**src/common/dats_cfg.svh**
```systemverilog
/*
 Offsets, field positions, reset values and timing counts of the trip supervisor.
 Assumes inclusion by the supervisor top module and its testbench only.
*/
`ifndef DATS_CFG_SVH
`define DATS_CFG_SVH
`define DATS_CLK_HZ        20000000
`define DATS_CLK_PERIOD_NS 50
`define DATS_TICK_US       1000
`define DATS_THERM_MS      16'h3A98
`define DATS_SINK_MS       16'h02EE
`define DATS_REF_MS        16'h05DC
`define DATS_LOCK_MS       16'h0BB8
`define DATS_USER_MS       16'h01F4
`define DATS_SYNC_MS       16'h02EE
`define DATS_RIDE_MS       16'h07D0
`define DATS_THERM_OHMS    16'h0708
`define DATS_FAN_VOLTS     16'h0096
`define DATS_FREQ_MIN      8'h2D
`define DATS_FREQ_MAX      8'h41
`define DATS_REG_CTRL      8'h00
`define DATS_REG_CLEAR     8'h04
`define DATS_REG_ZSPEED    8'h08
`define DATS_REG_STALLI    8'h0C
`define DATS_REG_STALLT    8'h10
`define DATS_REG_RATEDV    8'h14
`define DATS_REG_STATUS    8'h18
`define DATS_CTRL_SHORT    0
`define DATS_CTRL_REF      1
`define DATS_CTRL_ZREF     2
`define DATS_CTRL_USER     3
`define DATS_CTRL_ROLE     4
`define DATS_CTRL_RST      6'h01
`define DATS_ROLE_RECV     2'h2
`define DATS_ZSPEED_RST    16'h0000
`define DATS_STALLI_RST    16'hFFFF
`define DATS_STALLT_RST    16'h03E8
`define DATS_RATEDV_RST    16'h0000
`define DATS_ST_CAUSE      4
`define DATS_ST_LIVE       8
`define DATS_ST_SYNC       20
`define DATS_ST_RUN        21
`endif

```
**src/common/dats_pkg.sv**
```systemverilog
/*
 Types of the trip supervisor: alarm indices and run states.
 Assumes nothing beyond the supervisor top module.
*/
package dats_pkg;
	typedef enum logic [3:0] {
		AL_STALL, AL_THERM, AL_SINK, AL_SHORT, AL_REF,
		AL_LOCK, AL_USER, AL_SYNC, AL_RIDE, AL_LOSSST
	} alarm_type;
	typedef enum logic [1:0] {RS_IDLE, RS_RUN, RS_LOSS_START} run_type;
endpackage

```
**src/rtl/dats_supervisor.sv**
```systemverilog
/*
 Drive alarm trip supervisor with AXI4-Lite register slave.
 Assumes condition inputs synchronous to clk and a millisecond time base from clk.
*/
// Behaviour
// - Trip when slow rotor and stall current persist beyond stall delay.
// - Trip 15 s after thermistor loop exceeds 1800 ohms; no disable.
// - Trip 0.75 s after heatsink over-temperature flag.
// - Large frames also raise heatsink alarm below 150 VAC fan supply.
// - Any shorted digital output raises alarm and forces all outputs low.
// - Shorted 24V user supply forces outputs low and raises alarm.
// - With short trip disabled the drive keeps running.
// - Short trip enable resets enabled; disabled suppresses that trip.
// - Invalid reference data raises bad-reference alarm after 1.5 s.
// - Bad-reference alarm only evaluated in reference receiver port role.
// - Bad-reference trip enable resets disabled; trips only when enabled.
// - With zero-reference interlock on, refuse start on nonzero reference.
// - Contactor lockout trips 3 s after no sync or refused start.
// - User alarm trips after 0.5 s; its source resets disconnected.
// - Network card watchdog timeout ORed into user alarm.
// - Lock to 45-65 Hz supply after 750 ms, then keep tracking.
// - Sync loss checked only while running; at start gives lockout.
// - Phase loss below 75% rated; two phases always, third at start.
// - Running phase loss trips after 2 s ride-through, else resumes.
// - Hold stator current demand at zero during supply loss.
// - Phase loss at start energises contactor, inhibits current, trips 3 s.
`timescale 1ns/100ps
`include "dats_cfg.svh"
module dats_supervisor #(
	parameter int MS_TICK_CYCLES = `DATS_CLK_HZ / 1000000 * `DATS_TICK_US
) (
	input  wire logic        clk,
	input  wire logic        resetn,
	input  wire logic [7:0]  s_axi_awaddr,
	input  wire logic        s_axi_awvalid,
	output logic             s_axi_awready,
	input  wire logic [31:0] s_axi_wdata,
	input  wire logic [3:0]  s_axi_wstrb,
	input  wire logic        s_axi_wvalid,
	output logic             s_axi_wready,
	output logic [1:0]       s_axi_bresp,
	output logic             s_axi_bvalid,
	input  wire logic        s_axi_bready,
	input  wire logic [7:0]  s_axi_araddr,
	input  wire logic        s_axi_arvalid,
	output logic             s_axi_arready,
	output logic [31:0]      s_axi_rdata,
	output logic [1:0]       s_axi_rresp,
	output logic             s_axi_rvalid,
	input  wire logic        s_axi_rready,
	input  wire logic [15:0] rotorSpeed,
	input  wire logic [15:0] statorCurrent,
	input  wire logic [15:0] thermOhms,
	input  wire logic [1:0]  sinkHot,
	input  wire logic        largeFrame,
	input  wire logic [15:0] fanVolts,
	input  wire logic [6:0]  doutShort,
	input  wire logic        userSupplyShort,
	input  wire logic [6:0]  doutRequest,
	input  wire logic        refDataInvalid,
	input  wire logic        startRequest,
	input  wire logic        extRefNonzero,
	input  wire logic        userAlarmPin,
	input  wire logic        netCardPresent,
	input  wire logic        netWatchdogTimeout,
	input  wire logic        supplyPresent,
	input  wire logic [7:0]  supplyFreqHz,
	input  wire logic [15:0] el1Volts,
	input  wire logic [15:0] el2Volts,
	input  wire logic [15:0] el3Volts,
	output logic [6:0]       doutDrive,
	output logic             tripOut,
	output logic [3:0]       tripCause,
	output logic             currentInhibit,
	output logic             contactorOn,
	output logic             runActive
);
	localparam int NAL = 10;
	logic [5:0]           ctrl_r;
	logic [15:0]          zeroSpeedLvl_r;
	logic [15:0]          stallCurLvl_r;
	logic [15:0]          stallDelay_r;
	logic [15:0]          supply_rated_volts_r;
	logic                 trip_r;
	logic [3:0]           cause_r;
	logic [31:0]          tickCnt_r;
	logic                 msTick;
	logic [15:0]          syncCnt_r;
	logic                 syncAcquired;
	logic                 freqInRange;
	dats_pkg::run_type    runState_r;
	logic [NAL-1:0]       alarmCond;
	logic [NAL-1:0]       alarmExpired;
	logic [NAL-1:0]       alarmEnabled;
	logic [15:0]          alarmDelay [NAL];
	logic [15:0]          timerCnt_r [NAL];
	logic [NAL-1:0]       fire;
	logic [3:0]           cause_nxt;
	logic                 anyShort;
	logic                 lossLive;
	logic                 lossAny;
	logic                 zeroRefViolation;
	logic                 userAlarmIn;
	logic [17:0]          lossLimit;
	logic                 awHeld_r;
	logic                 wHeld_r;
	logic [7:0]           awAddr_r;
	logic [31:0]          wData_r;
	logic [3:0]           wStrb_r;
	logic                 doWrite;
	logic                 clearReq;
	logic                 output_short_trip_en;
	logic                 refTripEn;
	logic                 zeroRefStartEn;
	logic                 userAlarmSel;
	logic [1:0]           serial_port_role;
	logic                 ref_share_receiver_mode;

	function automatic logic [15:0] merge16(logic [15:0] old, logic [31:0] d, logic [3:0] s);
		merge16 = {s[1] ? d[15:8] : old[15:8], s[0] ? d[7:0] : old[7:0]};
	endfunction

	assign output_short_trip_en    = ctrl_r[`DATS_CTRL_SHORT];
	assign refTripEn               = ctrl_r[`DATS_CTRL_REF];
	assign zeroRefStartEn          = ctrl_r[`DATS_CTRL_ZREF];
	assign userAlarmSel            = ctrl_r[`DATS_CTRL_USER];
	assign serial_port_role        = ctrl_r[`DATS_CTRL_ROLE +: 2];
	assign ref_share_receiver_mode = (serial_port_role == `DATS_ROLE_RECV);

	// AXI4-Lite write channel
	assign s_axi_awready = !awHeld_r && !s_axi_bvalid;
	assign s_axi_wready  = !wHeld_r && !s_axi_bvalid;
	assign doWrite       = awHeld_r && wHeld_r && !s_axi_bvalid;
	assign clearReq      = doWrite && (awAddr_r == `DATS_REG_CLEAR) && wStrb_r[0] && wData_r[0];

	always_ff @(posedge clk or negedge resetn) begin
		if (!resetn) begin
			awHeld_r <= 1'b0;
			wHeld_r <= 1'b0;
			awAddr_r <= 8'h00;
			wData_r <= 32'h00000000;
			wStrb_r <= 4'h0;
			s_axi_bvalid <= 1'b0;
			s_axi_bresp <= 2'h0;
		end else begin
			if (s_axi_awvalid && s_axi_awready) begin
				awHeld_r <= 1'b1;
				awAddr_r <= s_axi_awaddr;
			end
			if (s_axi_wvalid && s_axi_wready) begin
				wHeld_r <= 1'b1;
				wData_r <= s_axi_wdata;
				wStrb_r <= s_axi_wstrb;
			end
			if (doWrite) begin
				awHeld_r <= 1'b0;
				wHeld_r <= 1'b0;
				s_axi_bvalid <= 1'b1;
				s_axi_bresp <= (awAddr_r <= `DATS_REG_STATUS && awAddr_r[1:0] == 2'h0) ?
					2'h0 : 2'h2;
			end else if (s_axi_bready) begin
				s_axi_bvalid <= 1'b0;
			end
		end
	end

	always_ff @(posedge clk or negedge resetn) begin
		if (!resetn) begin
			ctrl_r <= `DATS_CTRL_RST;
			zeroSpeedLvl_r <= `DATS_ZSPEED_RST;
			stallCurLvl_r <= `DATS_STALLI_RST;
			stallDelay_r <= `DATS_STALLT_RST;
			supply_rated_volts_r <= `DATS_RATEDV_RST;
		end else if (doWrite) begin
			unique case (awAddr_r)
				`DATS_REG_CTRL: if (wStrb_r[0]) ctrl_r <= wData_r[5:0];
				`DATS_REG_ZSPEED: zeroSpeedLvl_r <= merge16(zeroSpeedLvl_r, wData_r, wStrb_r);
				`DATS_REG_STALLI: stallCurLvl_r <= merge16(stallCurLvl_r, wData_r, wStrb_r);
				`DATS_REG_STALLT: stallDelay_r <= merge16(stallDelay_r, wData_r, wStrb_r);
				`DATS_REG_RATEDV: begin
					supply_rated_volts_r <= merge16(supply_rated_volts_r, wData_r, wStrb_r);
				end
				default: ;
			endcase
		end
	end

	// AXI4-Lite read channel
	assign s_axi_arready = !s_axi_rvalid;
	always_ff @(posedge clk or negedge resetn) begin
		if (!resetn) begin
			s_axi_rvalid <= 1'b0;
			s_axi_rdata <= 32'h00000000;
			s_axi_rresp <= 2'h0;
		end else if (s_axi_arvalid && s_axi_arready) begin
			s_axi_rvalid <= 1'b1;
			s_axi_rresp <= 2'h0;
			unique case (s_axi_araddr)
				`DATS_REG_CTRL: s_axi_rdata <= {26'h0, ctrl_r};
				`DATS_REG_CLEAR: s_axi_rdata <= 32'h00000000;
				`DATS_REG_ZSPEED: s_axi_rdata <= {16'h0, zeroSpeedLvl_r};
				`DATS_REG_STALLI: s_axi_rdata <= {16'h0, stallCurLvl_r};
				`DATS_REG_STALLT: s_axi_rdata <= {16'h0, stallDelay_r};
				`DATS_REG_RATEDV: s_axi_rdata <= {16'h0, supply_rated_volts_r};
				`DATS_REG_STATUS: begin
					s_axi_rdata <= {10'h0, runActive, syncAcquired, 2'h0, alarmCond,
						cause_r, 3'h0, trip_r};
				end
				default: begin
					s_axi_rdata <= 32'h00000000;
					s_axi_rresp <= 2'h2;
				end
			endcase
		end else if (s_axi_rready) begin
			s_axi_rvalid <= 1'b0;
		end
	end

	// Millisecond time base
	assign msTick = (tickCnt_r == 32'(MS_TICK_CYCLES - 1));
	always_ff @(posedge clk or negedge resetn) begin
		if (!resetn) tickCnt_r <= 32'h00000000;
		else tickCnt_r <= msTick ? 32'h00000000 : tickCnt_r + 32'h00000001;
	end

	// Supply synchronisation
	assign freqInRange = supplyPresent && supplyFreqHz >= `DATS_FREQ_MIN &&
		supplyFreqHz <= `DATS_FREQ_MAX;
	assign syncAcquired = (syncCnt_r >= `DATS_SYNC_MS);
	always_ff @(posedge clk or negedge resetn) begin
		if (!resetn) syncCnt_r <= 16'h0000;
		else if (!freqInRange) syncCnt_r <= 16'h0000;
		else if (msTick && !syncAcquired) syncCnt_r <= syncCnt_r + 16'h0001;
	end

	// Condition qualification
	assign anyShort = |doutShort || userSupplyShort;
	assign lossLimit = 18'({supply_rated_volts_r, 1'b0}) + 18'(supply_rated_volts_r);
	assign lossLive = ({el1Volts, 2'b00} < lossLimit) || ({el2Volts, 2'b00} < lossLimit);
	assign lossAny = lossLive || ({el3Volts, 2'b00} < lossLimit);
	assign zeroRefViolation = zeroRefStartEn && extRefNonzero;
	assign userAlarmIn = (userAlarmSel && userAlarmPin) ||
		(netCardPresent && netWatchdogTimeout);

	always_comb begin
		alarmCond[dats_pkg::AL_STALL] = rotorSpeed < zeroSpeedLvl_r &&
			statorCurrent > stallCurLvl_r;
		alarmCond[dats_pkg::AL_THERM] = thermOhms > `DATS_THERM_OHMS;
		alarmCond[dats_pkg::AL_SINK] = |sinkHot ||
			(largeFrame && fanVolts < `DATS_FAN_VOLTS);
		alarmCond[dats_pkg::AL_SHORT] = anyShort;
		alarmCond[dats_pkg::AL_REF] = refDataInvalid && ref_share_receiver_mode;
		alarmCond[dats_pkg::AL_LOCK] = startRequest && runState_r == dats_pkg::RS_IDLE &&
			(!syncAcquired || zeroRefViolation);
		alarmCond[dats_pkg::AL_USER] = userAlarmIn;
		alarmCond[dats_pkg::AL_SYNC] = runState_r != dats_pkg::RS_IDLE && !syncAcquired;
		alarmCond[dats_pkg::AL_RIDE] = runState_r == dats_pkg::RS_RUN && lossLive;
		alarmCond[dats_pkg::AL_LOSSST] = runState_r == dats_pkg::RS_LOSS_START;
		alarmDelay[dats_pkg::AL_STALL] = stallDelay_r;
		alarmDelay[dats_pkg::AL_THERM] = `DATS_THERM_MS;
		alarmDelay[dats_pkg::AL_SINK] = `DATS_SINK_MS;
		alarmDelay[dats_pkg::AL_SHORT] = 16'h0000;
		alarmDelay[dats_pkg::AL_REF] = `DATS_REF_MS;
		alarmDelay[dats_pkg::AL_LOCK] = `DATS_LOCK_MS;
		alarmDelay[dats_pkg::AL_USER] = `DATS_USER_MS;
		alarmDelay[dats_pkg::AL_SYNC] = 16'h0000;
		alarmDelay[dats_pkg::AL_RIDE] = `DATS_RIDE_MS;
		alarmDelay[dats_pkg::AL_LOSSST] = `DATS_LOCK_MS;
		alarmEnabled = {NAL{1'b1}};
		alarmEnabled[dats_pkg::AL_SHORT] = output_short_trip_en;
		alarmEnabled[dats_pkg::AL_REF] = refTripEn;
	end

	// Per-alarm delay timers
	for (genvar i = 0; i < NAL; i++) begin : g_timer
		assign alarmExpired[i] = alarmCond[i] && timerCnt_r[i] >= alarmDelay[i];
		always_ff @(posedge clk or negedge resetn) begin
			if (!resetn) timerCnt_r[i] <= 16'h0000;
			else if (!alarmCond[i]) timerCnt_r[i] <= 16'h0000;
			else if (msTick && !alarmExpired[i]) timerCnt_r[i] <= timerCnt_r[i] + 16'h0001;
		end

	end

	// Trip latch with cause, lowest index wins
	assign fire = alarmExpired & alarmEnabled;
	always_comb begin
		cause_nxt = 4'h0;
		for (int k = NAL - 1; k >= 0; k--) begin
			if (fire[k]) cause_nxt = 4'(k);
		end
	end
	always_ff @(posedge clk or negedge resetn) begin
		if (!resetn) begin
			trip_r <= 1'b0;
			cause_r <= 4'h0;
		end else if (!trip_r && |fire) begin
			trip_r <= 1'b1;
			cause_r <= cause_nxt;
		end else if (trip_r && clearReq && !(|fire)) begin
			trip_r <= 1'b0;
		end
	end

	// Run control
	always_ff @(posedge clk or negedge resetn) begin
		if (!resetn) runState_r <= dats_pkg::RS_IDLE;
		else begin
			unique case (runState_r)
				dats_pkg::RS_IDLE: begin
					if (startRequest && !trip_r && syncAcquired && !zeroRefViolation) begin
						runState_r <= lossAny ? dats_pkg::RS_LOSS_START : dats_pkg::RS_RUN;
					end
				end
				dats_pkg::RS_RUN, dats_pkg::RS_LOSS_START: begin
					if (!startRequest || trip_r) runState_r <= dats_pkg::RS_IDLE;
				end
			endcase
		end
	end

	always_ff @(posedge clk or negedge resetn) begin
		if (!resetn) begin
			doutDrive <= 7'h00;
			currentInhibit <= 1'b1;
			contactorOn <= 1'b0;
			runActive <= 1'b0;
		end else begin
			doutDrive <= anyShort ? 7'h00 : doutRequest;
			currentInhibit <= trip_r || runState_r != dats_pkg::RS_RUN ||
				lossLive;
			contactorOn <= runState_r != dats_pkg::RS_IDLE && !trip_r;
			runActive <= runState_r == dats_pkg::RS_RUN;
		end
	end
	assign tripOut = trip_r;
	assign tripCause = cause_r;
endmodule // dats_supervisor

```
**config.mk**
```make
export PLATFORM = sky130hd
export DESIGN_NAME = dats_supervisor
export DESIGN_NICKNAME = d
export VERILOG_FILES = /design/src/common/dats_pkg.sv /design/src/rtl/dats_supervisor.sv
export VERILOG_INCLUDE_DIRS = /design/src /design/src/common
export SDC_FILE = /design/constraint.sdc
export NUM_CORES = 1
export LEC_CHECK = 0
export ABC_AREA = 1
export BUFFER_PORTS_ARGS = -buffer_cell sky130_fd_sc_hd__buf_2
export CORE_ASPECT_RATIO = 0.75
export CORE_MARGIN = 2
export CORE_UTILIZATION = 50
export DETAILED_ROUTE_END_ITERATION = 6
export GPL_TIMING_DRIVEN = 0
export PLACE_DENSITY_LB_ADDON = 0.2
export SLEW_MARGIN = 20
export SYNTH_ARGS = -nofsm -noshare
export SYNTH_HDL_FRONTEND = slang
export SYNTH_SLANG_ARGS = --single-unit
```
**constraint.sdc**
```tcl
create_clock -name clk -period 4.5 [get_ports clk]
set_clock_uncertainty 0.2 [all_clocks]
set_input_delay 0.45 -clock clk [delete_from_list [all_inputs] [get_ports clk]]
set_output_delay 0.45 -clock clk [all_outputs]
set_load 0.05 [all_outputs]
```
==> qor.yml <==
synth_area_leader_cell: "dfrtp_1"
arrival_ns: 4.64
synthCells: 2161
p_sw_share_pct: 34.2
critPathCaptureType: "flip-flop"
synth_area_leaders: "dfrtp_1 (41%), ha_1 (8.8%), nand2_1 (8.0%)"
finalWirelength_mm: 49.9
die_w_microns: 221
fin_crit_sh_pct: 97.5
power.leakage_nw: 10.3
seqPwrFrac_pct: 39.6
ys_types: 66
yosysTopAreaCellShare_pct: 41.1
clkSinkCount: 315
area_growth_pct: 21.3
start_kind: "flip-flop"
dieArea_sq_mm: 0.0370
core-area_sq_mm: 0.0348
switching_power_w: 0.00292
worstHoldPathType: "input port to flip-flop"
hold_depth: 4
dpl_worst_slack_ns: -0.176
grt_max_degree: 99
power_density_mw_per_mm2: 398
drive_gt1_share_pct: 18.9
status: "completed"
clkPwrFrac_pct: 32.4
clockRootBuffer: "clkbuf_16"
vias: 16066
grt_pass1_vias: 15175
slew_headroom_pct: 28.1
period_needed_ns: 4.39
yosysSeqAreaShare_pct: 44.7
synth_enable_flop_cells: 0
combPwrFrac_pct: 28.0
grt_pass1_wl_mm: 78.6
synth-seq-cells: 315
fmax_ghz: 0.228
clk_pin_slew_ns: 0.06
hpwl_mm: 37.7
yosysWarnings: 0
drc: 0
async_reset_ff_share_pct: 100
intPower_w: 0.00563
numCtsBuffers: 34
grt_antenna_before_repair: 2
setup_viol: 0
final_area_sq_mm: 0.0215
worst_pin_slew_ns: 1.07
final-hold-violation-count: 0
row_count: 59
first_iter_violations: 1398
via_per_inst: 5.38
avgSynthCellArea_sq_um: 8.20
track_usage_pct: 26.5
ios: 260
reg2reg_depth: 26
clk_latency_ns: 0.53
numPortBuffers: 226
setup_slack_ns: 0.112
critical_path_class: "flip-flop to flip-flop"
gp_congestion: 0.911
fin_nets: 2830
peakVddDrop_mv: 0.331
avgRoutedWirePerCell_microns: 16.7
h-tree-depth: 2
tns_ns: 0
drv_slew: 0
synthFlopType: "dfrtp_1"
dpl_cell_area_sq_mm: 0.0196
die_y_microns: 167
path_max_fanout: 5
grt_overflow: 0
synth_area_sq_mm: 0.0177
cts_tree: "done"
first_pass_iters: 6
required_ns: 4.75
clock_path_buffers: 3
initial_core_util_pct: 50.9
drtAntennaViolNets: 0
maxCapViolCount: 0
[power by group through the flow]
stage	combinational [W]	clock, W	sequential [W]
after global routing	0.00268	0.00294	0.00341
final	0.00239	0.00278	0.00339
after detailed placement	0.00216	0	0.00340
after floorplan	0.00143	0	0.00339
after CTS	0.00221	0.00281	0.00336
after global placement	0.00206	0	0.00339
[cell usage in the layout, fill, tap and decap left out, types with 6 or more instances in the layout]
cell type / n
a21oi_1: 151
a21oi_2: 11
a221oi_1: 14
a31oi_1: 10
and3_1: 6
buf_2: 226
buf_4: 41
clkbuf_1: 35
clkbuf_16: 35
clkbuf_8: 7
clkinv_2: 6
conb_1: 14
dfrtp_1: 279
dfrtp_2: 12
dfstp_2: 24
dlygate4sd3_1: 36
ha_1: 116
ha_4: 9
inv_1: 353
inv_2: 11
mux2_2: 6
nand2_1: 368
nand2_2: 17
nand2_4: 8
nand3_1: 69
nand4_1: 34
nor2_1: 195
nor2_2: 12
nor2_4: 9
nor3_1: 70
nor3_2: 9
nor4_1: 26
o211a_1: 6
o211ai_1: 7
o21ai_0: 169
o221ai_1: 7
o22ai_1: 11
xor2_1: 25
[registers in the layout (all words and copies together), names as in the netlist, 2 cells and up]
name                  flops
wData_r                  16
timerCnt_r              128
tickCnt_r                32
zeroSpeedLvl_r           16
tripCause                 4
awAddr_r                  8
supply_rated_volts_r     16
runState_r                2
doutDrive                 7
stallCurLvl_r            16
ctrl_r                    6
wStrb_r                   2
syncCnt_r                16
stallDelay_r             16
s_axi_rdata              20
[kinds of logic (layout without fill, tap and decap cells)]
group	count (synthesis)	after routing	synth area share, %
adder cells (fa/ha/maj)	126	126	8.94
multiplexers	6	6	0.381
flip-flops	315	315	44.7
buffers and inverters	410	761	9.08
AO/OA/AOI/OAI	425	425	13.7
AND/OR/NAND/NOR	847	847	21.7
XOR/XNOR	31	31	1.53
other	1	16	0.0212
[stage by stage]
stage / std cells / hold slack (ns) / utilization [%] / total power [W]
2_1_floorplan: 2174 / -0.0456 / - / 0.00481
3_3_place_gp: 2857 / 0.257 / 56.0 / 0.00545
3_5_place_dp: 2860 / 0.194 / 56.2 / 0.00556
4_1_cts: 2959 / 0.0130 / 60.5 / 0.00837
5_1_grt: 2983 / 0.0209 / 61.8 / 0.00904
6_report: 2984 / 0.0308 / 61.8 / 0.00856
[synthesized netlist by cell type (12+ instances only)]
| library cell | instances |
|---|---|
| buf_4 | 16 |
| o21ai_0 | 169 |
| a21oi_1 | 158 |
| nand2_2 | 12 |
| nor4_1 | 26 |
| dfrtp_1 | 291 |
| xor2_1 | 26 |
| nor3_1 | 70 |
| inv_1 | 354 |
| nand4_1 | 34 |
| clkbuf_1 | 23 |
| dfstp_2 | 24 |
| nand2_1 | 378 |
| nor2_1 | 199 |
| a221oi_1 | 14 |
| ha_1 | 125 |
| nand3_1 | 69 |
[worst paths after layout]
path,from,to,slack [ns]
worst max-delay path,supply_rated_volts_r[1],timerCnt_r[26],0.11
worst min-delay path,supplyFreqHz[7],syncCnt_r[3],0.03
worst max register to register,supply_rated_volts_r[1],timerCnt_r[26],0.11
worst min register to register,tickCnt_r[0],tickCnt_r[0],0.27
max in group asynchronous,resetn,ctrl_r[0],2.61
min in group asynchronous,resetn,supply_rated_volts_r[15],0.24
[final cells by class]
cell class | count | area (sq um)
inverters | 367 | 1380
diodes | 2 | 5.00
multi-input cells | 1449 | 8520
repair buffers | 290 | 1770
well taps | 457 | 572
clock buffers | 54 | 1020
flip-flops and latches | 315 | 7930
fillers | 2990 | 13300
clock inverters | 7 | 63.8
plain buffers | 43 | 230
[metal layers]
layer | share of wire [%] | global-route usage [%] | wire length (microns) | up-vias
li1 | - | - | - | 7795
met1 | 47 | 39.1 | 23400 | 7667
met2 | 43 | 39.9 | 21600 | 538
met3 | 7.7 | 5.29 | 3850 | 66
met4 | 2.1 | 7.06 | 1050 | 0
met5 | 0 | 0 | 0 | -
[repair_timing]
action | CTS | global route
resized for setup | 3 | 61
hold buffers | 36 | 0
pin swaps | 1 | 20
buffers inserted | 2 | 23
hold endpoints to repair | 84 | 0
gates cloned | 0 | 0
setup endpoints to repair | 7 | 20
[worst max-delay path: stages, from the launching register on]
cell	delay (ns)
dfrtp_2	0.45
nand2_4	0.08
inv_1	0.06
fa_2	0.47
nand3_4	0.12
nand3_4	0.11
a21oi_2	0.18
o21bai_2	0.11
a21oi_2	0.17
o21bai_2	0.12
xor2_2	0.20
ha_1	0.33
nand2_2	0.08
nor2_4	0.14
nand2_1	0.06
o21bai_1	0.14
nor2_1	0.17
a21oi_1	0.09
nand2_1	0.11
nand2_4	0.10
nand2_4	0.10
nor2_4	0.05
nor3_4	0.26
nand3_4	0.15
nor2_4	0.13
a21oi_2	0.06
nor2_1	0.10
(Power assumes the default switching activity.)
